--- config.mk ---
export PLATFORM = sky130hd
export DESIGN_NAME = gated_timer
export DESIGN_NICKNAME = d
export VERILOG_FILES = /design/src/gate_timer_pkg.sv /design/src/gated_timer.sv /design/src/sync2.sv /design/src/count_prescaler.sv
export SDC_FILE = /design/constraint.sdc
export NUM_CORES = 1
export LEC_CHECK = 0
export BUFFER_PORTS_ARGS = -buffer_cell sky130_fd_sc_hd__buf_2
export CORE_ASPECT_RATIO = 0.8
export CORE_MARGIN = 2
export CORE_UTILIZATION = 51
export CTS_CLUSTER_DIAMETER = 120
export CTS_CLUSTER_SIZE = 8
export DETAILED_ROUTE_END_ITERATION = 6
export PLACE_DENSITY = 0.8
export SYNTH_ARGS = -nofsm -noshare
export SYNTH_HDL_FRONTEND = slang
export SYNTH_HIERARCHICAL = 1
export SYNTH_SLANG_ARGS = --single-unit
--- constraint.sdc ---
create_clock -name pclk -period 3.5 [get_ports pclk]
set_input_delay 0 -clock pclk [delete_from_list [all_inputs] [get_ports pclk]]
set_output_delay 0 -clock pclk [all_outputs]
set_load 0.02 [all_outputs]
--- src/gate_timer_pkg.sv ---
// Constants, field layouts and register carriers for the gated 16-bit timer.
// Assumes a 32-bit APB register port with byte offsets held here.
package gate_timer_pkg;

   // Register byte offsets on the APB port.
   localparam logic [7:0] OFS_COUNT_LOW  = 8'h00;
   localparam logic [7:0] OFS_COUNT_HIGH = 8'h04;
   localparam logic [7:0] OFS_MAIN_CTRL  = 8'h08;
   localparam logic [7:0] OFS_GATE_CTRL  = 8'h0c;
   localparam logic [7:0] OFS_STATUS     = 8'h10;

   // Values after reset.
   localparam logic [15:0] COUNT_RESET     = 16'h0000;
   localparam logic [7:0]  MAIN_CTRL_RESET = 8'h00;
   localparam logic [7:0]  GATE_CTRL_RESET = 8'h00;

   // Clock source select encodings.
   localparam logic [1:0] CS_SYS_QUARTER = 2'h0;
   localparam logic [1:0] CS_SYS         = 2'h1;
   localparam logic [1:0] CS_EXT_PIN     = 2'h2;
   localparam logic [1:0] CS_LOW_FREQ    = 2'h3;

   // Gate source select encodings.
   localparam logic [1:0] GS_PIN      = 2'h0;
   localparam logic [1:0] GS_TMR0_OVF = 2'h1;
   localparam logic [1:0] GS_COMP1    = 2'h2;
   localparam logic [1:0] GS_COMP2    = 2'h3;

   // System clock divided by four: last phase of the quarter counter.
   localparam int         SYS_QUARTER_DIV = 4;
   localparam logic [1:0] QUARTER_LAST    = 2'(SYS_QUARTER_DIV - 1);

   // Status and gate control register bit positions.
   localparam int STATUS_OVF_BIT = 0;
   localparam int CTRL_GO_BIT    = 3;

   typedef struct packed {
      logic [1:0] clock_source_select;
      logic [1:0] prescale_select;
      logic       rsvd3;
      logic       async_input_select;
      logic       rsvd1;
      logic       run_bit;
   } main_ctrl_s;

   typedef struct packed {
      logic       gate_enable_bit;
      logic       gate_polarity_bit;
      logic       gate_toggle_bit;
      logic       gate_single_pulse_bit;
      logic       gate_pulse_go_flag;
      logic       gate_level_status;
      logic [1:0] gate_source_select;
   } gate_ctrl_s;

endpackage

--- src/gated_timer.sv ---
// Gated 16-bit incrementing timer with an APB register port.
// Assumes pins and comparator outputs are asynchronous; the companion
// timer overflow pulse comes from logic on pclk.
`timescale 1ns/1ns
// Notes on behaviour
// Count is 16 bits, incrementing only, read as high and low bytes.
// Writing either count byte replaces those bits of the running count at once.
// Run bit and gate enable bit together decide whether counting happens.
// Gated counting advances only while the gate is active; ungated counts freely.
// Software selects an internal source or the external pin as count clock.
// Overflow sets a flag; wake only with external clock in asynchronous mode.
// The count value is offered as time base to capture and compare units.
// The selected count clock is output for comparator synchronisation.
// Gate source comes from a two-bit select, with selectable polarity.
// Every instance behaves the same; only names carry the instance numeral.
// Source 11 low-freq osc, 10 external pin, 01 system, 00 system/4.
// Prescaler divides by 1, 2, 4 or 8; cleared on count byte writes.
// Gated, count rises on clock edges only while gate matches polarity, or in toggle mode while toggled open.
// Gate source 00 pin, 01 companion timer overflow, others comparators.
// Overflow flag sets on wrap from all ones, stays until software clears.
module gated_timer (
   // APB clock and reset
   input  wire logic        pclk,
   input  wire logic        presetn,
   // APB slave
   input  wire logic        psel,
   input  wire logic        penable,
   input  wire logic        pwrite,
   input  wire logic [7:0]  paddr,
   input  wire logic [31:0] pwdata,
   output logic      [31:0] prdata,
   output logic             pready,
   output logic             pslverr,
   // Count clock and gate sources
   input  wire logic        external_count_pin,
   input  wire logic        low_freq_internal_osc,
   input  wire logic        gate_pin,
   input  wire logic        comp1_out,
   input  wire logic        comp2_out,
   input  wire logic        tmr0_overflow_pulse,
   // Time base and events
   output logic      [15:0] count_value,
   output logic             count_clock_out,
   output logic             overflow_flag,
   output logic             wake_request
);

   // Register state.
   gate_timer_pkg::main_ctrl_s main_ctrl_ff;
   gate_timer_pkg::gate_ctrl_s gate_ctrl_ff;
   logic [15:0] count_ff;
   logic        overflow_flag_ff;
   logic        wake_ff;
   logic        clock_out_ff;
   logic [31:0] prdata_ff;
   logic        pready_ff;
   logic        pslverr_ff;

   // Input conditioning.
   logic [4:0]  sync_q;
   logic        ext_sync;
   logic        low_freq_sync;
   logic        gate_pin_sync;
   logic        comp1_sync;
   logic        comp2_sync;
   logic        ext_prev_ff;
   logic        low_freq_prev_ff;
   logic [1:0]  quarter_ff;

   // Count clock path.
   logic        quarter_tick;
   logic        src_tick;
   logic        presc_tick;
   logic        count_write;
   logic        count_enable;
   logic        inc;
   logic        overflow_set;

   // Gate path.
   logic        gate_src;
   logic        gate_level;
   logic        toggle_ff;
   logic        level_prev_ff;
   logic        base_gate;
   logic        base_prev_ff;
   logic        base_rise;
   logic        base_fall;
   logic        pulse_open_ff;
   logic        gate_active;

   // Bus decode.
   logic        setup;
   logic        access;
   logic        wr_access;
   logic        wr_low;
   logic        wr_high;
   logic        wr_main;
   logic        wr_gate;
   logic        wr_status;
   logic [31:0] read_value;

   function automatic logic is_mapped(input logic [7:0] addr);
      case (addr)
         gate_timer_pkg::OFS_COUNT_LOW,
         gate_timer_pkg::OFS_COUNT_HIGH,
         gate_timer_pkg::OFS_MAIN_CTRL,
         gate_timer_pkg::OFS_GATE_CTRL,
         gate_timer_pkg::OFS_STATUS: is_mapped = 1'b1;
         default:                    is_mapped = 1'b0;
      endcase
   endfunction

   // Pins and comparator outputs cross into pclk here.
   sync2 #(
      .WIDTH(5)
   ) u_sync (
      .pclk    (pclk),
      .presetn (presetn),
      .d       ({external_count_pin, low_freq_internal_osc, gate_pin, comp1_out, comp2_out}),
      .q       (sync_q)
   );

   assign {ext_sync, low_freq_sync, gate_pin_sync, comp1_sync, comp2_sync} = sync_q;

   // APB phases; every register answers with one wait-free access phase.
   assign setup     = psel && !penable;
   assign access    = psel && penable && pready_ff;
   assign wr_access = access && pwrite && !pslverr_ff;
   assign wr_low    = wr_access && (paddr == gate_timer_pkg::OFS_COUNT_LOW);
   assign wr_high   = wr_access && (paddr == gate_timer_pkg::OFS_COUNT_HIGH);
   assign wr_main   = wr_access && (paddr == gate_timer_pkg::OFS_MAIN_CTRL);
   assign wr_gate   = wr_access && (paddr == gate_timer_pkg::OFS_GATE_CTRL);
   assign wr_status = wr_access && (paddr == gate_timer_pkg::OFS_STATUS);

   always_comb begin
      case (paddr)
         gate_timer_pkg::OFS_COUNT_LOW:  read_value = {24'h0, count_ff[7:0]};
         gate_timer_pkg::OFS_COUNT_HIGH: read_value = {24'h0, count_ff[15:8]};
         gate_timer_pkg::OFS_MAIN_CTRL:  read_value = {24'h0, main_ctrl_ff};
         gate_timer_pkg::OFS_GATE_CTRL:  read_value = {24'h0, gate_ctrl_ff};
         gate_timer_pkg::OFS_STATUS:     read_value = {31'h0, overflow_flag_ff};
         default:                        read_value = 32'h0;
      endcase
   end

   always_ff @(posedge pclk or negedge presetn) begin
      if (!presetn) begin
         pready_ff  <= 1'b0;
         pslverr_ff <= 1'b0;
         prdata_ff  <= 32'h0;
      end else begin
         pready_ff  <= setup;
         pslverr_ff <= setup && !is_mapped(paddr);
         if (setup) begin
            prdata_ff <= pwrite ? 32'h0 : read_value;
         end
      end
   end

   // Control registers; reserved bits of the main register stay zero.
   always_ff @(posedge pclk or negedge presetn) begin
      if (!presetn) begin
         main_ctrl_ff <= gate_timer_pkg::MAIN_CTRL_RESET;
      end else if (wr_main) begin
         main_ctrl_ff       <= pwdata[7:0];
         main_ctrl_ff.rsvd3 <= 1'b0;
         main_ctrl_ff.rsvd1 <= 1'b0;
      end
   end

   // The go flag is set by software and dropped when a single pulse ends.
   always_ff @(posedge pclk or negedge presetn) begin
      if (!presetn) begin
         gate_ctrl_ff <= gate_timer_pkg::GATE_CTRL_RESET;
      end else begin
         gate_ctrl_ff.gate_level_status <= gate_active;
         if (wr_gate) begin
            gate_ctrl_ff.gate_enable_bit       <= pwdata[7];
            gate_ctrl_ff.gate_polarity_bit     <= pwdata[6];
            gate_ctrl_ff.gate_toggle_bit       <= pwdata[5];
            gate_ctrl_ff.gate_single_pulse_bit <= pwdata[4];
            gate_ctrl_ff.gate_pulse_go_flag    <= pwdata[gate_timer_pkg::CTRL_GO_BIT];
            gate_ctrl_ff.gate_source_select    <= pwdata[1:0];
         end else if (pulse_open_ff && base_fall) begin
            gate_ctrl_ff.gate_pulse_go_flag <= 1'b0;
         end
      end
   end

   // Count clock sources, turned into one-cycle ticks on pclk.
   always_ff @(posedge pclk or negedge presetn) begin
      if (!presetn) begin
         quarter_ff       <= 2'h0;
         ext_prev_ff      <= 1'b0;
         low_freq_prev_ff <= 1'b0;
      end else begin
         quarter_ff       <= quarter_ff + 2'h1;
         ext_prev_ff      <= ext_sync;
         low_freq_prev_ff <= low_freq_sync;
      end
   end

   assign quarter_tick = (quarter_ff == gate_timer_pkg::QUARTER_LAST);

   always_comb begin
      case (main_ctrl_ff.clock_source_select)
         gate_timer_pkg::CS_SYS_QUARTER: src_tick = quarter_tick;
         gate_timer_pkg::CS_SYS:         src_tick = 1'b1;
         gate_timer_pkg::CS_EXT_PIN:     src_tick = ext_sync && !ext_prev_ff;
         gate_timer_pkg::CS_LOW_FREQ:    src_tick = low_freq_sync && !low_freq_prev_ff;
         default:                        src_tick = 1'b0;
      endcase
   end

   assign count_write = wr_low || wr_high;

   count_prescaler u_presc (
      .pclk            (pclk),
      .presetn         (presetn),
      .src_tick        (src_tick),
      .clear           (count_write),
      .prescale_select (main_ctrl_ff.prescale_select),
      .tick            (presc_tick)
   );

   always_ff @(posedge pclk or negedge presetn) begin
      if (!presetn) begin
         clock_out_ff <= 1'b0;
      end else begin
         clock_out_ff <= src_tick;
      end
   end

   // Gate source and polarity: polarity zero counts while the source is low.
   always_comb begin
      case (gate_ctrl_ff.gate_source_select)
         gate_timer_pkg::GS_PIN:      gate_src = gate_pin_sync;
         gate_timer_pkg::GS_TMR0_OVF: gate_src = tmr0_overflow_pulse;
         gate_timer_pkg::GS_COMP1:    gate_src = comp1_sync;
         gate_timer_pkg::GS_COMP2:    gate_src = comp2_sync;
         default:                     gate_src = 1'b0;
      endcase
      gate_level = gate_ctrl_ff.gate_polarity_bit ? gate_src : !gate_src;
   end

   // Toggle mode opens and closes the gate on alternate active edges.
   always_ff @(posedge pclk or negedge presetn) begin
      if (!presetn) begin
         toggle_ff <= 1'b0;
      end else if (!gate_ctrl_ff.gate_toggle_bit) begin
         toggle_ff <= 1'b0;
      end else if (gate_level && !level_prev_ff) begin
         toggle_ff <= !toggle_ff;
      end
   end

   always_ff @(posedge pclk or negedge presetn) begin
      if (!presetn) begin
         level_prev_ff <= 1'b0;
         base_prev_ff  <= 1'b0;
      end else begin
         level_prev_ff <= gate_level;
         base_prev_ff  <= base_gate;
      end
   end

   assign base_gate = gate_ctrl_ff.gate_toggle_bit ? toggle_ff : gate_level;
   assign base_rise = base_gate && !base_prev_ff;
   assign base_fall = !base_gate && base_prev_ff;

   // Single pulse mode: once armed by go, one active window is let through.
   always_ff @(posedge pclk or negedge presetn) begin
      if (!presetn) begin
         pulse_open_ff <= 1'b0;
      end else if (!gate_ctrl_ff.gate_single_pulse_bit || base_fall) begin
         pulse_open_ff <= 1'b0;
      end else if (gate_ctrl_ff.gate_pulse_go_flag && base_rise) begin
         pulse_open_ff <= 1'b1;
      end
   end

   assign gate_active = gate_ctrl_ff.gate_single_pulse_bit ? pulse_open_ff : base_gate;

   // Counting decision.
   assign count_enable = main_ctrl_ff.run_bit &&
                         (!gate_ctrl_ff.gate_enable_bit || gate_active);
   assign inc          = presc_tick && count_enable && !count_write;
   assign overflow_set = inc && (count_ff == 16'hffff);

   // The same counter logic serves each instance unchanged.
   always_ff @(posedge pclk or negedge presetn) begin
      if (!presetn) begin
         count_ff <= gate_timer_pkg::COUNT_RESET;
      end else if (wr_low) begin
         count_ff[7:0] <= pwdata[7:0];
      end else if (wr_high) begin
         count_ff[15:8] <= pwdata[7:0];
      end else if (inc) begin
         count_ff <= count_ff + 16'h1;
      end
   end

   // A wrap in the same cycle as a software clear keeps the flag set.
   always_ff @(posedge pclk or negedge presetn) begin
      if (!presetn) begin
         overflow_flag_ff <= 1'b0;
      end else if (overflow_set) begin
         overflow_flag_ff <= 1'b1;
      end else if (wr_status && pwdata[gate_timer_pkg::STATUS_OVF_BIT]) begin
         overflow_flag_ff <= 1'b0;
      end
   end

   always_ff @(posedge pclk or negedge presetn) begin
      if (!presetn) begin
         wake_ff <= 1'b0;
      end else begin
         wake_ff <= overflow_set && main_ctrl_ff.async_input_select &&
                    (main_ctrl_ff.clock_source_select == gate_timer_pkg::CS_EXT_PIN);
      end
   end

   assign prdata          = prdata_ff;
   assign pready          = pready_ff;
   assign pslverr         = pslverr_ff;
   assign count_value     = count_ff;
   assign count_clock_out = clock_out_ff;
   assign overflow_flag   = overflow_flag_ff;
   assign wake_request    = wake_ff;
endmodule

--- src/sync2.sv ---
// Two-stage synchroniser for a bundle of independent level inputs.
// Assumes each bit is a slow level; no relation between bits is kept.
`timescale 1ns/1ns
module sync2 #(
   parameter int WIDTH = 1
) (
   // Clock and reset
   input  wire logic             pclk,
   input  wire logic             presetn,
   // Levels
   input  wire logic [WIDTH-1:0] d,
   output logic      [WIDTH-1:0] q
);
   logic [WIDTH-1:0] meta_ff;

   always_ff @(posedge pclk or negedge presetn) begin
      if (!presetn) begin
         meta_ff <= '0;
         q       <= '0;
      end else begin
         meta_ff <= d;
         q       <= meta_ff;
      end
   end
endmodule

--- src/count_prescaler.sv ---
// Prescaler that passes one of every 1, 2, 4 or 8 source ticks.
// Assumes src_tick is a one-cycle pulse on pclk.
`timescale 1ns/1ns
module count_prescaler (
   // Clock and reset
   input  wire logic       pclk,
   input  wire logic       presetn,
   // Control
   input  wire logic       src_tick,
   input  wire logic       clear,
   input  wire logic [1:0] prescale_select,
   // Result
   output logic            tick
);
   logic [2:0] cnt_ff;
   logic [2:0] last;

   always_comb begin
      last = 3'(({3'h0, 1'b1} << prescale_select) - 4'h1);
      tick = src_tick && !clear && (cnt_ff >= last);
   end

   always_ff @(posedge pclk or negedge presetn) begin
      if (!presetn) begin
         cnt_ff <= 3'h0;
      end else if (clear) begin
         cnt_ff <= 3'h0;
      end else if (src_tick) begin
         cnt_ff <= (cnt_ff >= last) ? 3'h0 : cnt_ff + 3'h1;
      end
   end
endmodule

# Word-level counts from Yosys, hierarchy flattened
# Cells that the tools add are included.
dict set report op_classes {
  bitwise_logic 1
  addsub 4
  n_reduce_logical 55
  shift 1
  n_eq_ne 14
  mux 23
  n_lt_le_gt_ge 1
}
# op count
set ops {}
lappend ops {{$pmux 8 s5} 1}
lappend ops {{$mux 32} 1}
lappend ops {{$logic_and 1x1->1} 27}
lappend ops {{$mux 8} 3}
lappend ops {{$add 16x1->16 const B} 1}
lappend ops {{$eq 16x16->1 const B} 1}
lappend ops {{$eq 8x4->1 const B} 2}
lappend ops {{$mux 16} 1}
lappend ops {{$logic_not 1->1} 13}
lappend ops {{$mux 1} 12}
lappend ops {{$reduce_bool 2->1} 6}
lappend ops {{$eq 2x2->1 const B} 5}
lappend ops {{$mux 3} 3}
lappend ops {{$eq 8x3->1 const B} 1}
lappend ops {{$eq 8x5->1 const B} 1}
lappend ops {{$logic_not 8->1} 1}
lappend ops {{$pmux 1 s4} 2}
lappend ops {{$reduce_or 5->1} 1}
lappend ops {{$eq 2x1->1 const B} 2}
lappend ops {{$logic_not 2->1} 2}
lappend ops {{$reduce_and 2->1} 2}
lappend ops {{$add 3x1->3 const B} 1}
lappend ops {{$ge 3x3->1} 1}
lappend ops {{$logic_or 1x1->1} 3}
lappend ops {{6 further kinds} 6}
dict set report word_totals {
  register_bits 88
  input_bits 51
}

# Depth between registers and ports, before layout
# Gate-level depths: netlist (run 1).
dict set report logic_depth {
  ltp_word 14
  depth_mapped 13
}

# Modules after synthesis
# Netlist (run 1), hierarchy kept.
# module area_each_um2 cells_per_inst instances
set modules_own_cells {}
lappend modules_own_cells {gated_timer 2834.0 286 1}
lappend modules_own_cells {count_prescaler 266.5 27 1}
lappend modules_own_cells {sync2 250.2 10 1}

# Worst setup path after synthesis (run 1)
# Ideal clock, no wire load.
dict set report synth_path {
  path_kind {register -> register}
  from {register pslverr_ff, in the netlist pslverr}
  to {register count_ff[7], in the netlist count_value[7]}
  path_slack_ns 0.580
  arrival_time_ns 2.838
  stages_incl_launch_ff 13
  required_time_ns 3.418
  setup_time_ns 0.082
  path_buffers 2
  path_cell_list {dfrtp_1 -> and4b_1 -> nand4_1 -> clkbuf_1 -> clkbuf_1 -> nand2_1 -> and3b_2 -> and2_1 -> and2_1 -> and3_1 -> nand2_1 -> or4_1 -> a31oi_1}
}
dict set report synth_via {
  elab_chain_len 11
  elab_cells_between_ends 14
  cone_classes {1 x eq/ne; 1 x mux; 12 x reduce/logical}
}
# element line
set synth_lines {}
lappend synth_lines {{start, declared} gated_timer.sv:57} ;# logic pslverr_ff;
lappend synth_lines {{start signal, assigned} gated_timer.sv:153} ;# pslverr_ff <= setup && !is_mapped(paddr);
lappend synth_lines {{$logic_not 1->1 *} gated_timer.sv:128} ;# assign wr_access = access && pwrite && !pslverr_ff;
lappend synth_lines {{$logic_and 1x1->1 *} gated_timer.sv:128}
lappend synth_lines {{$logic_and 1x1->1, on equally long branches} {gated_timer.sv:129, gated_timer.sv:130}}
lappend synth_lines {{$logic_or 1x1->1 *} gated_timer.sv:215} ;# assign count_write = wr_low || wr_high;
lappend synth_lines {{via count_write} gated_timer.sv:74} ;# logic count_write;
lappend synth_lines {{$logic_not 1->1 *} count_prescaler.sv:20} ;# tick = src_tick && !clear && (cnt_ff >= last);
lappend synth_lines {{$logic_and 1x1->1 * (2 in a row)} count_prescaler.sv:20}
lappend synth_lines {{via presc_tick} gated_timer.sv:73} ;# logic presc_tick;
lappend synth_lines {{$logic_and 1x1->1 * (2 in a row)} gated_timer.sv:287} ;# assign inc = presc_tick && count_enable && !count_write;
lappend synth_lines {{$reduce_bool 2->1 (no line) *} --}
lappend synth_lines {{$reduce_and 2->1 (no line) *} --}
lappend synth_lines {{end signal, assigned} gated_timer.sv:293} ;# count_ff <= gate_timer_pkg::COUNT_RESET;
lappend synth_lines {{end signal, assigned} gated_timer.sv:295} ;# count_ff[7:0] <= pwdata[7:0];
lappend synth_lines {{end signal, assigned} gated_timer.sv:299} ;# count_ff <= count_ff + 16'h1;
lappend synth_lines {{end, declared} gated_timer.sv:51} ;# logic [15:0] count_ff;
# The timed path passes the listed nets; every way through them passes the cells marked *.
# A chain may end at the register's enable or synchronous reset.

# Final worst setup path (run 1)
dict set report layout_path {
  from {register main_ctrl_ff[4] (netlist name)}
  to {register count_ff[13], in the netlist count_value[13]}
}
dict set report layout_via {
  elab_chain_len 8
}
# element line
set layout_lines {}
lappend layout_lines {{start, declared} gated_timer.sv:49} ;# gate_timer_pkg::main_ctrl_s main_ctrl_ff;
lappend layout_lines {{start signal, assigned} gated_timer.sv:163} ;# main_ctrl_ff <= gate_timer_pkg::MAIN_CTRL_RESET;
lappend layout_lines {{start signal, assigned} gated_timer.sv:165} ;# main_ctrl_ff <= pwdata[7:0];
lappend layout_lines {{$shl 1x2->3} count_prescaler.sv:19} ;# last = 3'(({3'h0, 1'b1} << prescale_select) - 4'h1);
lappend layout_lines {{$sub 3x1->3} count_prescaler.sv:19}
lappend layout_lines {{$ge 3x3->1} count_prescaler.sv:20}
lappend layout_lines {{$logic_and 1x1->1} count_prescaler.sv:20}
lappend layout_lines {{via presc_tick} gated_timer.sv:73}
lappend layout_lines {{$logic_and 1x1->1 (2 in a row)} gated_timer.sv:287}
lappend layout_lines {{$reduce_bool 2->1 (no line)} --}
lappend layout_lines {{$reduce_and 2->1 (no line)} --}
lappend layout_lines {{end signal, assigned} gated_timer.sv:293}
lappend layout_lines {{end signal, assigned} gated_timer.sv:297} ;# count_ff[15:8] <= pwdata[7:0];
lappend layout_lines {{end signal, assigned} gated_timer.sv:299}
# The timed path passes the listed nets, and every way through them passes these cells.

==> results of run 1 <==
## state kept, by name, indices dropped and copies added (netlist names), 2 cells and up
name / count
prdata: 8
u_sync/meta_ff: 5
count_value: 16
main_ctrl_ff: 6
u_sync/q: 5
u_presc/cnt_ff: 3
quarter_ff: 2
gate_ctrl_ff: 8
## kinds of logic after synthesis
logic type      after synthesis
fa+ha+maj                     6
compound gates               73
simple gates                105
buf+inv                      42
xor+xnor                     14
other cells                   1
flops                        64
mux                          18
## final timing paths
| kind | to | slack (ps) | cells after the start |
|---|---|---|---|
| max in group asynchronous | prdata[2] | 2410 | 3 |
| setup / recovery | count_value[13] | 600 | 11 |
| min in group asynchronous | ext_prev_ff | 190 | 2 |
| hold reg to reg | u_sync/q[0] | 350 | 0 |
| hold / removal | overflow_flag | 40 | 4 |
| setup reg to reg | count_value[13] | 600 | 11 |
## timing repair
item                                   CTS  global route
endpoints found under the hold margin   59             0
resized for setup                        0             0
hold buffers                            15             0
## through the flow
stage	hold WS [ps]	total power [mW]	cell area (sq um)
after floorplan	-295.6	0.8360	3437
after global placement	41.84	0.8583	3635
after detailed placement	49.77	0.8613	3635
after CTS	21.49	1.576	4005
after global routing	59.39	1.620	4005
final	38.78	1.557	4005
## layer usage
metal  track usage, %  routed length [microns]  up-vias
li1                 -                        -     1276
met1            34.76                     3570     1349
met2            34.75                     3741      163
met3            7.913                      827       13
met4            6.667                       97        0
met5                0                        0        -
## cells in the mapped netlist, types with 2 or more instances
cell type	n	area share, %
or2_2	4	0.75
nand3_1	2	0.30
a21boi_0	6	1.3
and4_1	3	0.78
nor4b_1	2	0.52
nand2b_1	7	1.3
xnor2_1	4	1.0
ha_1	6	2.2
nand2_1	30	3.4
mux2i_1	5	1.5
nor3b_1	2	0.45
buf_4	24	5.4
nor3_1	7	1.0
o2111ai_1	6	1.6
nand4_1	7	1.3
and3_1	2	0.37
buf_2	2	0.30
mux2_2	13	4.4
nand3b_1	3	0.67
dfrtp_1	64	48
a21oi_1	13	1.9
a31oi_1	2	0.37
clkbuf_1	8	0.90
nor2b_1	2	0.37
o211ai_1	4	0.90
and2_1	8	1.5
inv_1	8	0.90
nor2_1	17	1.9
a222oi_1	7	2.1
xor2_1	10	2.6
o21ai_0	18	2.7
o31ai_1	3	0.67
nor4_1	2	0.37
## placed cells by master, fill, tap and decap left out, drive strengths merged, types with 3 or more instances in the layout
cell,instances
clkinvlp,3
xor2,10
mux2,13
a222oi,7
or2,4
inv,8
nand3b,3
nand4,7
nand2,30
nand2b,7
o211ai,4
o21ai,19
o2111ai,6
conb,24
dlygate4sd3,15
o31ai,3
nor2b,3
a21oi,14
clkbuf,9
nor2,18
a21boi,6
nor3,8
dfrtp,64
and4,3
ha,6
and2,8
buf,60
mux2i,5
xnor2,4
## power by group through the flow
stage | logic, mW | registers (mW) | clock network, mW
after floorplan | 0.0630 | 0.773 | 0
after detailed placement | 0.0900 | 0.771 | 0
after global routing | 0.113 | 0.758 | 0.750
after CTS | 0.103 | 0.757 | 0.716
after global placement | 0.0876 | 0.771 | 0
final | 0.103 | 0.757 | 0.697
## layout make-up
class	instances	share of cell area, %
timing repair buffer	75	11.56
clock inverter	7	2.405
multi-input combinational	240	39.58
clock buffer	9	3.093
sequential	64	39.99
tap	84	2.624
inverter	8	0.7498
## critical path: stages, from the launching register on
cell,delay [ps]
dfrtp_1,440
or2_2,310
ha_1,320
nor2b_4,50
o21ai_2,190
and3b_2,200
and2_1,170
and2_1,180
and3_1,200
nand2_1,110
o41ai_1,470
a21oi_1,140
==> flow_summary_export.csv, run 1 <==
group,metric,value,unit
min_path,min_from,"paddr[4]",
critical_path,required,3710,ps
finish,multiInputGateArea,1585,sq um
clocking,clk_latency,350,ps
yosys,yosysSeqAreaShare,47.80,%
yosys,synthArstFlopShare,100.0,%
route,drc,0,
pwr,leakagePower,1.877,nW
route,postRouteAntennaNets,0,
clocking,h-tree-depth,3,
placement,pre_cts_ws,689.9,ps
route,drt_first_iter_violations,268,
timing,fin_crit_sh,82.84,%
yosys,synth_xor_area_share,3.659,%
yosys,ys_warn_count,6,
route,routed_wl,8.236,mm
floorplanning,die_w,94.63,microns
global_route,antenna_found_initial,0,
floorplanning,die_area,7239,sq um
pwr,comb_power_share,6.6,%
pwr,p_per_area,388.7,nW/um^2
yosys,synthAdderAreaFrac,2.240,%
timing,grt_setup_unrepaired,"no",
outcome,status,"completed",
timing,max_freq,0.3449,GHz
clocking,cts_buffers,9,
min_path,min_path_type,"input port to flop",
critical_path,arrival,3110,ps
critical_path,crit_fanout,4,
clocking,clkSinkCount,64,
clocking,clkTransAtPathRegs,70,ps
clocking,cts_root_buffer,"clkbuf_8",
route,routedWlPerCell,16.91,microns
critical_path,startpoint_type,"flop",
yosys,yosys.area_share.simple,16.92,%
clocking,cts_buffer_depth,2,
pwr,power_frac_seq,48.6,%
pwr,power_switching,372.3,uW
placement,dp_cells,456,
timing,hold_viol,0,
route,dr.pass1.iters,6,
yosys,synth-compound-area-share,15.94,%
yosys,synth_top_family_by_area,"simple AND/OR/NAND/NOR gates",
pwr,peakVddDrop,0.0003393,V
finish,seqCellArea,1602,sq um
placement,place_congestion,0.8969,
finish,insertedDiodeCount,0,
critical_path,worstSetupPathType,"flop to flop",
clocking,cts_tree,"built",
global_route,overflow,0,
floorplanning,row_count,26,
global_route,grt_max_degree,38,
global_route,first_global_vias,2620,
yosys,ys_types,55,
global_route,grt_first_pass_wirelength,13.26,mm
yosys,synthMuxAreaShare,5.863,%
timing,slew_headroom,54.50,%
finish,fill_cells,545,
route,num_vias,2801,
clocking,postCtsSetupBuffers,0,
finish,stdcell_count,487,
global_route,track_usage,24.08,%
timing,setup_viol,0,
floorplanning,fp.dieH,76.50,microns
finish,nets,455,
floorplanning,core,6376,sq um
critical_path,cp-end-kind,"flop",
finish,drive_gt1_share,25.06,%
yosys,syn_area_per_cell,10.37,sq um
yosys,synth-edff-count,0,
critical_path,crit_start,"main_ctrl_ff[4]",
floorplanning,io_pins,104,
placement,port_buffers,55,
timing,skew,6.514,ps
timing,drv_slew,0,
yosys,netlist_area,3351,sq um
placement,hpwl,5.898,mm
yosys,syn_inst,323,
timing,worst_slew_pin_slew,678.8,ps
timing,layout_setup_ws,600.6,ps
yosys,yosys_most_used_dff,"dfrtp_1",
finish,fin_util,62.81,%
timing,setup_tns,0,ps
job,cap_violations,0,
pwr,p_int,1.184,mW
floorplanning,initial_core_util,52.55,%
timing,min_period,2899,ps
route,vias_per_cell,5.752,
pwr,p_sw_share,23.92,%
pwr,power_frac_clock,44.8,%
finish,area.growth.synth_to_final,19.53,%
yosys,ys_ff_latch,64,
critical_path,r2r-start,"main_ctrl_ff[4]",
Power figures use the tool's default switching activity.
==> run 2: changes to the inputs <==
==> constraint.sdc (replaced) <==
create_clock -name pclk -period 2.9 [get_ports pclk]
set_input_delay 0 -clock pclk [delete_from_list [all_inputs] [get_ports pclk]]
set_output_delay 0 -clock pclk [all_outputs]
set_load 0.02 [all_outputs]
==> run 2 against run 1 <==
Compared with the run above:
- worst setup slack worse by 420 ps
- hold slack better by 8.4 ps
- wire length down 0.11%
- clock-buffer cell count up 1
- critical path depth unchanged
- sequential share of layout area down 0.43 points
- final area up 1.1%
- combinational power up 21%
- non-clock buffer count up 3
- via count about the same
- first-iteration DRC count down 5.6%
==> flow_summary_export.csv, run 2 (synthesis results as in run 1) <==
group,metric,value,unit
placement,port_buffers,55,
pwr,leakagePower,1.902,nW
clocking,clk_latency,340,ps
clocking,cts_buffers,9,
placement,pre_cts_ws,149.0,ps
critical_path,crit_slowest_cell,"or4_1",
pwr,peakVddDrop,0.0004028,V
clocking,cts_buffer_depth,2,
floorplanning,io_pins,104,
timing,setup_tns,0,ps
min_path,min_from,"paddr[4]",
floorplanning,initial_core_util,52.55,%
outcome,status,"completed",
placement,hpwl,5.868,mm
finish,largest_reg_flops,16,
route,drt_first_iter_violations,253,
timing,drv_slew,0,
route,routedWlPerCell,16.79,microns
timing,min_period,2720,ps
critical_path,arrival,2980,ps
clocking,h-tree-depth,3,
critical_path,crit_fanout,5,
clocking,cts_tree,"built",
global_route,use_met1,32.38,%
timing,setup_viol,0,
pwr,power_switching,447.5,uW
route,postRouteAntennaNets,0,
finish,fill_cells,534,
critical_path,cp-end-kind,"flop",
floorplanning,die_w,94.63,microns
global_route,use_met2,35.60,%
timing,skew,5.731,ps
route,dr.pass1.iters,5,
finish,area.growth.synth_to_final,20.84,%
critical_path,crit_start,"main_ctrl_ff[5]",
critical_path,r2r-start,"main_ctrl_ff[5]",
critical_path,required,3160,ps
clocking,cts_root_buffer,"clkbuf_8",
global_route,first_global_vias,2634,
timing,layout_setup_ws,180.1,ps
timing,hold_viol,0,
timing,slew_headroom,55.86,%
placement,place_congestion,0.9448,
clocking,clkTransAtPathRegs,70,ps
global_route,track_usage,24.04,%
pwr,p_per_area,470.3,nW/um^2
floorplanning,fp.dieH,76.50,microns
finish,final_common_cell,"dfrtp_1",
pwr,p_int,1.457,mW
timing,grt_setup_unrepaired,"no",
min_path,min_path_type,"input port to flop",
critical_path,cp_num_buf_inv,0,
pwr,p_sw_share,23.50,%
finish,final_cell_mix,"dfrtp_1 (64), buf_2 (55), nand2_1 (30)",
finish,insertedDiodeCount,0,
finish,nets,458,
floorplanning,row_count,26,
critical_path,critPathMaxStageDelay,420,ps
critical_path,worstPathCellList,"or2_2 > ha_1 > nor2b_4 > o21ai_4 > and3b_2 > and2_4 > and2_4 > and3_1 > nand2_1 > or4_1 > a31oi_1",
route,num_vias,2802,
finish,drive_gt1_share,26.11,%
global_route,grt_max_degree,43,
route,routed_wl,8.227,mm
critical_path,startpoint_type,"flop",
timing,max_freq,0.3677,GHz
timing,worst_slew_pin_slew,658.5,ps
global_route,antenna_found_initial,0,
floorplanning,die_area,7239,sq um
pwr,power_frac_clock,45.4,%
clocking,clkSinkCount,64,
job,cap_violations,0,
global_route,gr-usage-met3,8.506,%
global_route,busiest_layer,"met2",
route,drc,0,
floorplanning,core,6376,sq um
route,vias_per_cell,5.718,
critical_path,path_delay_family,"simple AND/OR/NAND/NOR gates",
pwr,power_frac_seq,48.0,%
global_route,overflow,0,
pwr,comb_power_share,6.6,%
timing,fin_crit_sh,93.79,%
critical_path,worstSetupPathType,"flop to flop",
global_route,grt_first_pass_wirelength,13.17,mm
critical_path,cp_common_cell,"and2_4",
==> run 2: changes by cell type in the layout (fill, tap and decap cells not counted) <==
cell      change
clkinv_2      -1
clkinv_4      -1
buf_4         +3
o21ai_2       -1
clkbuf_8      +1
o21ai_4       +1
inv_6         +1
and2_4        +2
and2_1        -2
==> run 2: area by class of cell <==
class                      count  area, sq um  area share (%)
sequential                    64         1602           39.56
multi-input combinational    240         1598           39.46
timing repair buffer          78        485.5           11.99
clock buffer                  10        137.6           3.399
tap                           84        105.1           2.596
clock inverter                 6        91.34           2.256
inverter                       8        30.03          0.7417
==> run 2: stage by stage <==
stage | hold slack [ps] | power (mW) | instance area, sq um | cells | utilization (%)
finish | 47.16 | 1.904 | 4049 | 490 | 63.50
global route | 64.55 | 1.984 | 4049 | 490 | 63.50
CTS | 37.44 | 1.923 | 4036 | 490 | 63.30
detailed placement | -1.067 | 1.041 | 3657 | 459 | 57.36
global placement | -11.51 | 1.037 | 3657 | 459 | 57.36
floorplan | -295.6 | 1.009 | 3438 | 346 | -
==> run 2: worst paths after layout <==
| check | end | slack, ps | cells after the start |
|---|---|---|---|
| setup / recovery | count_value[7] | 180 | 11 |
| hold / removal | overflow_flag | 50 | 4 |
| setup reg to reg | count_value[7] | 180 | 11 |
| hold reg to reg | u_sync/q[2] | 350 | 0 |
| max in group asynchronous | pslverr | 1820 | 3 |
| min in group asynchronous | u_sync/meta_ff[3] | 160 | 2 |
==> run 2: worst reg2reg max path, cell delays in order (launching register included) <==
cell,delay [ps]
dfrtp_1,410
or2_2,320
ha_1,320
nor2b_4,60
o21ai_4,170
and3b_2,200
and2_4,140
and2_4,140
and3_1,180
nand2_1,110
or4_1,420
a31oi_1,170
==> run 2: layer usage <==
| metal | routed length, microns | share of wire, % |
|---|---|---|
| met5 | 0 | 0 |
| met4 | 240 | 2.9 |
| met3 | 809 | 9.8 |
| met2 | 3663 | 45 |
| met1 | 3514 | 43 |
==> run 2: what timing repair did <==
| item | 4_1_cts | 5_1_grt |
|---|---|---|
| buffers inserted | 0 | 0 |
| setup endpoints to repair | 0 | 4 |
| hold buffers | 15 | 0 |
| resized for setup | 0 | 3 |
| hold endpoints to repair | 54 | 0 |
==> run 2: power groups by stage <==
stage               Combinational, mW  Sequential, mW  Clock (mW)
floorplan                      0.0760           0.933           0
global placement                0.106           0.930           0
detailed placement              0.110           0.931           0
CTS                             0.125           0.914       0.884
global route                    0.138           0.915       0.931
finish                          0.125           0.914       0.865
==> run 3: changes to the inputs <==
--- a/config.mk
+++ b/config.mk
@@ -6,13 +6,15 @@
 export NUM_CORES = 1
 export LEC_CHECK = 0
 export BUFFER_PORTS_ARGS = -buffer_cell sky130_fd_sc_hd__buf_2
+export CELL_PAD_IN_SITES_DETAIL_PLACEMENT = 1
+export CELL_PAD_IN_SITES_GLOBAL_PLACEMENT = 2
 export CORE_ASPECT_RATIO = 0.8
 export CORE_MARGIN = 2
-export CORE_UTILIZATION = 51
+export CORE_UTILIZATION = 31
 export CTS_CLUSTER_DIAMETER = 120
 export CTS_CLUSTER_SIZE = 8
 export DETAILED_ROUTE_END_ITERATION = 6
-export PLACE_DENSITY = 0.8
+export PLACE_DENSITY = 0.79
 export SYNTH_ARGS = -nofsm -noshare
 export SYNTH_HDL_FRONTEND = slang
 export SYNTH_HIERARCHICAL = 1
==> run 3 against run 2 <==
Compared with the run above:
- the flow now finishes with violations (design-rule violations)
- clock skew rose by 0.60 ps
- via count fell by 1.3%
- critical endpoint is now count_value[13]
- critical path type unchanged
- critical path depth did not move
- cell count rose by 12%
- final area rose by 3.8%
- largest power group is now clock
==> flow_summary_export.csv, run 3 (synthesis results as in run 1) <==
group,metric,value,unit
finish,stdcell_count,548,
finish,area.growth.synth_to_final,25.43,%
pwr,p_int,1.658,mW
placement,dp_cells,517,
critical_path,crit_slowest_cell,"dfrtp_1",
critical_path,cp_num_buf_inv,0,
timing,hold_viol,0,
clocking,clkSinkCount,64,
global_route,overflow,0,
placement,place_congestion,0.8559,
critical_path,required,3160,ps
route,routedWlPerCell,17.16,microns
timing,worst_slew_pin_slew,819.2,ps
timing,grt_setup_unrepaired,"no",
placement,hpwl,6.900,mm
timing,skew,6.328,ps
route,drc,1,
pwr,p_per_area,505.1,nW/um^2
pwr,power_frac_seq,43.1,%
global_route,track_usage,17.33,%
timing,hold-worst-slack,59.64,ps
critical_path,critPathMaxStageDelay,360,ps
global_route,antenna_found_initial,0,
timing,drv_slew,0,
clocking,cts_tree,"built",
timing,fin_crit_sh,93.88,%
finish,nets,460,
floorplanning,die_w,120.2,microns
timing,slew_headroom,45.38,%
critical_path,crit_fanout,3,
min_path,min_path_type,"input port to flop",
critical_path,worstSetupPathType,"flop to flop",
route,routed_wl,9.401,mm
floorplanning,fp.dieH,96.99,microns
floorplanning,row_count,33,
floorplanning,initial_core_util,32.20,%
route,dr.pass1.iters,7,
timing,setup_tns,0,ps
route,vias_per_cell,5.047,
floorplanning,core,10410,sq um
job,cap_violations,0,
outcome,status,"finished with violations",
clocking,cts_root_buffer,"clkbuf_16",
floorplanning,io_pins,104,
critical_path,arrival,2980,ps
global_route,grt_max_degree,65,
finish,largest_reg_flops,16,
timing,setup_viol,0,
pwr,power_switching,465.0,uW
finish,final_common_cell,"dfrtp_1",
route,num_vias,2766,
finish,insertedDiodeCount,0,
finish,drive_gt1_share,25.74,%
outcome,violations,"design-rule violations",
timing,max_freq,0.3673,GHz
pwr,p_sw_share,21.90,%
pwr,comb_power_share,6.0,%
placement,port_buffers,55,
global_route,first_global_vias,2835,
route,drt_first_iter_violations,215,
critical_path,startpoint_type,"flop",
clocking,clk_latency,330,ps
critical_path,path_delay_family,"simple AND/OR/NAND/NOR gates",
clocking,cts_buffers,9,
global_route,grt_first_pass_wirelength,15.46,mm
clocking,clkTransAtPathRegs,50,ps
clocking,cts_buffer_depth,2,
timing,min_period,2723,ps
critical_path,cp-end-kind,"flop",
pwr,peakVddDrop,0.0002924,V
critical_path,worstPathCellList,"or2_2 > ha_1 > nor2b_4 > o21ai_4 > and3b_2 > and2_1 > nand4_1 > nor2_1 > o2111ai_1 > o211a_1 > a21oi_1",
pwr,leakagePower,1.956,nW
floorplanning,die_area,11660,sq um
finish,final_cell_mix,"dfrtp_1 (64), buf_2 (55), nand2_1 (30)",
clocking,h-tree-depth,3,
route,postRouteAntennaNets,0,
critical_path,r2r_setup_slack,180,ps
pwr,power_frac_clock,50.9,%
## run 3: cell count changes in the layout (fill, tap and decap cells not counted), moves of 2 or more
cell | previous run | this run
buf_4 | 8 | 10
clkbuf_1 | 0 | 2
clkbuf_16 | 0 | 9
clkinvlp_4 | 3 | 0
clkbuf_8 | 10 | 2
clkinv_2 | 0 | 2
## run 3: final timing paths
| kind | from | to | cells after the start |
|---|---|---|---|
| min in group asynchronous | presetn | u_sync/meta_ff[4] | 3 |
| max in group asynchronous | presetn | pslverr | 3 |
| setup / recovery | main_ctrl_ff[5] | count_value[13] | 11 |
| hold / removal | paddr[4] | overflow_flag | 4 |
| setup reg to reg | main_ctrl_ff[5] | count_value[13] | 11 |
| hold reg to reg | u_sync/meta_ff[4] | u_sync/q[4] | 0 |
## run 3: layout make-up
type	instances	area (sq um)
well taps	140	175.2
multi-input cells	240	1595
repair buffers	80	500.5
clock inverters	3	40.04
fillers	1197	6202
inverters	8	30.03
clock buffers	13	260.3
flip-flops and latches	64	1602
## run 3: power by group through the flow
stage | Combinational, mW | Sequential (mW) | Clock (mW)
2_1_floorplan | 0.0760 | 0.933 | 0
3_3_place_gp | 0.110 | 0.930 | 0
3_5_place_dp | 0.113 | 0.931 | 0
4_1_cts | 0.129 | 0.916 | 1.11
5_1_grt | 0.142 | 0.917 | 1.15
6_report | 0.127 | 0.916 | 1.08
## run 3: timing repair
action / in CTS / in global routing
hold buffers: 15 / 0
setup buffers: 0 / 0
gates resized for setup: 0 / 2
endpoints found under the setup margin: 0 / 3
endpoints found under the hold margin: 94 / 0
## run 3: worst reg2reg max path, cell delays in order (launching register included)
cell and delay [ps]:
dfrtp_1 360, or2_2 300, ha_1 320, nor2b_4 60
o21ai_4 170, and3b_2 200, and2_1 180, nand4_1 180
nor2_1 280, o2111ai_1 230, o211a_1 260, a21oi_1 110
## run 3: through the flow
| stage | util, % | cell area, sq um | power (mW) | setup slack (ps) |
|---|---|---|---|---|
| finish | 40.39 | 4203 | 2.123 | 177.4 |
| detailed placement | 35.97 | 3742 | 1.044 | 155.9 |
| CTS | 40.30 | 4193 | 2.155 | 138.7 |
| global placement | 35.97 | 3742 | 1.040 | 203.0 |
| floorplan | - | 3438 | 1.009 | 82.55 |
| global route | 40.39 | 4203 | 2.209 | 34.29 |
## run 3: routing by layer
layer | GRT usage (%) | part of all wire, % | up-vias
met5 | 0 | 0 | -
met4 | 5.367 | 1.3 | 0
met3 | 5.248 | 7.8 | 11
met1 | 24.11 | 47 | 1351
li1 | - | - | 1288
met2 | 25.87 | 44 | 116
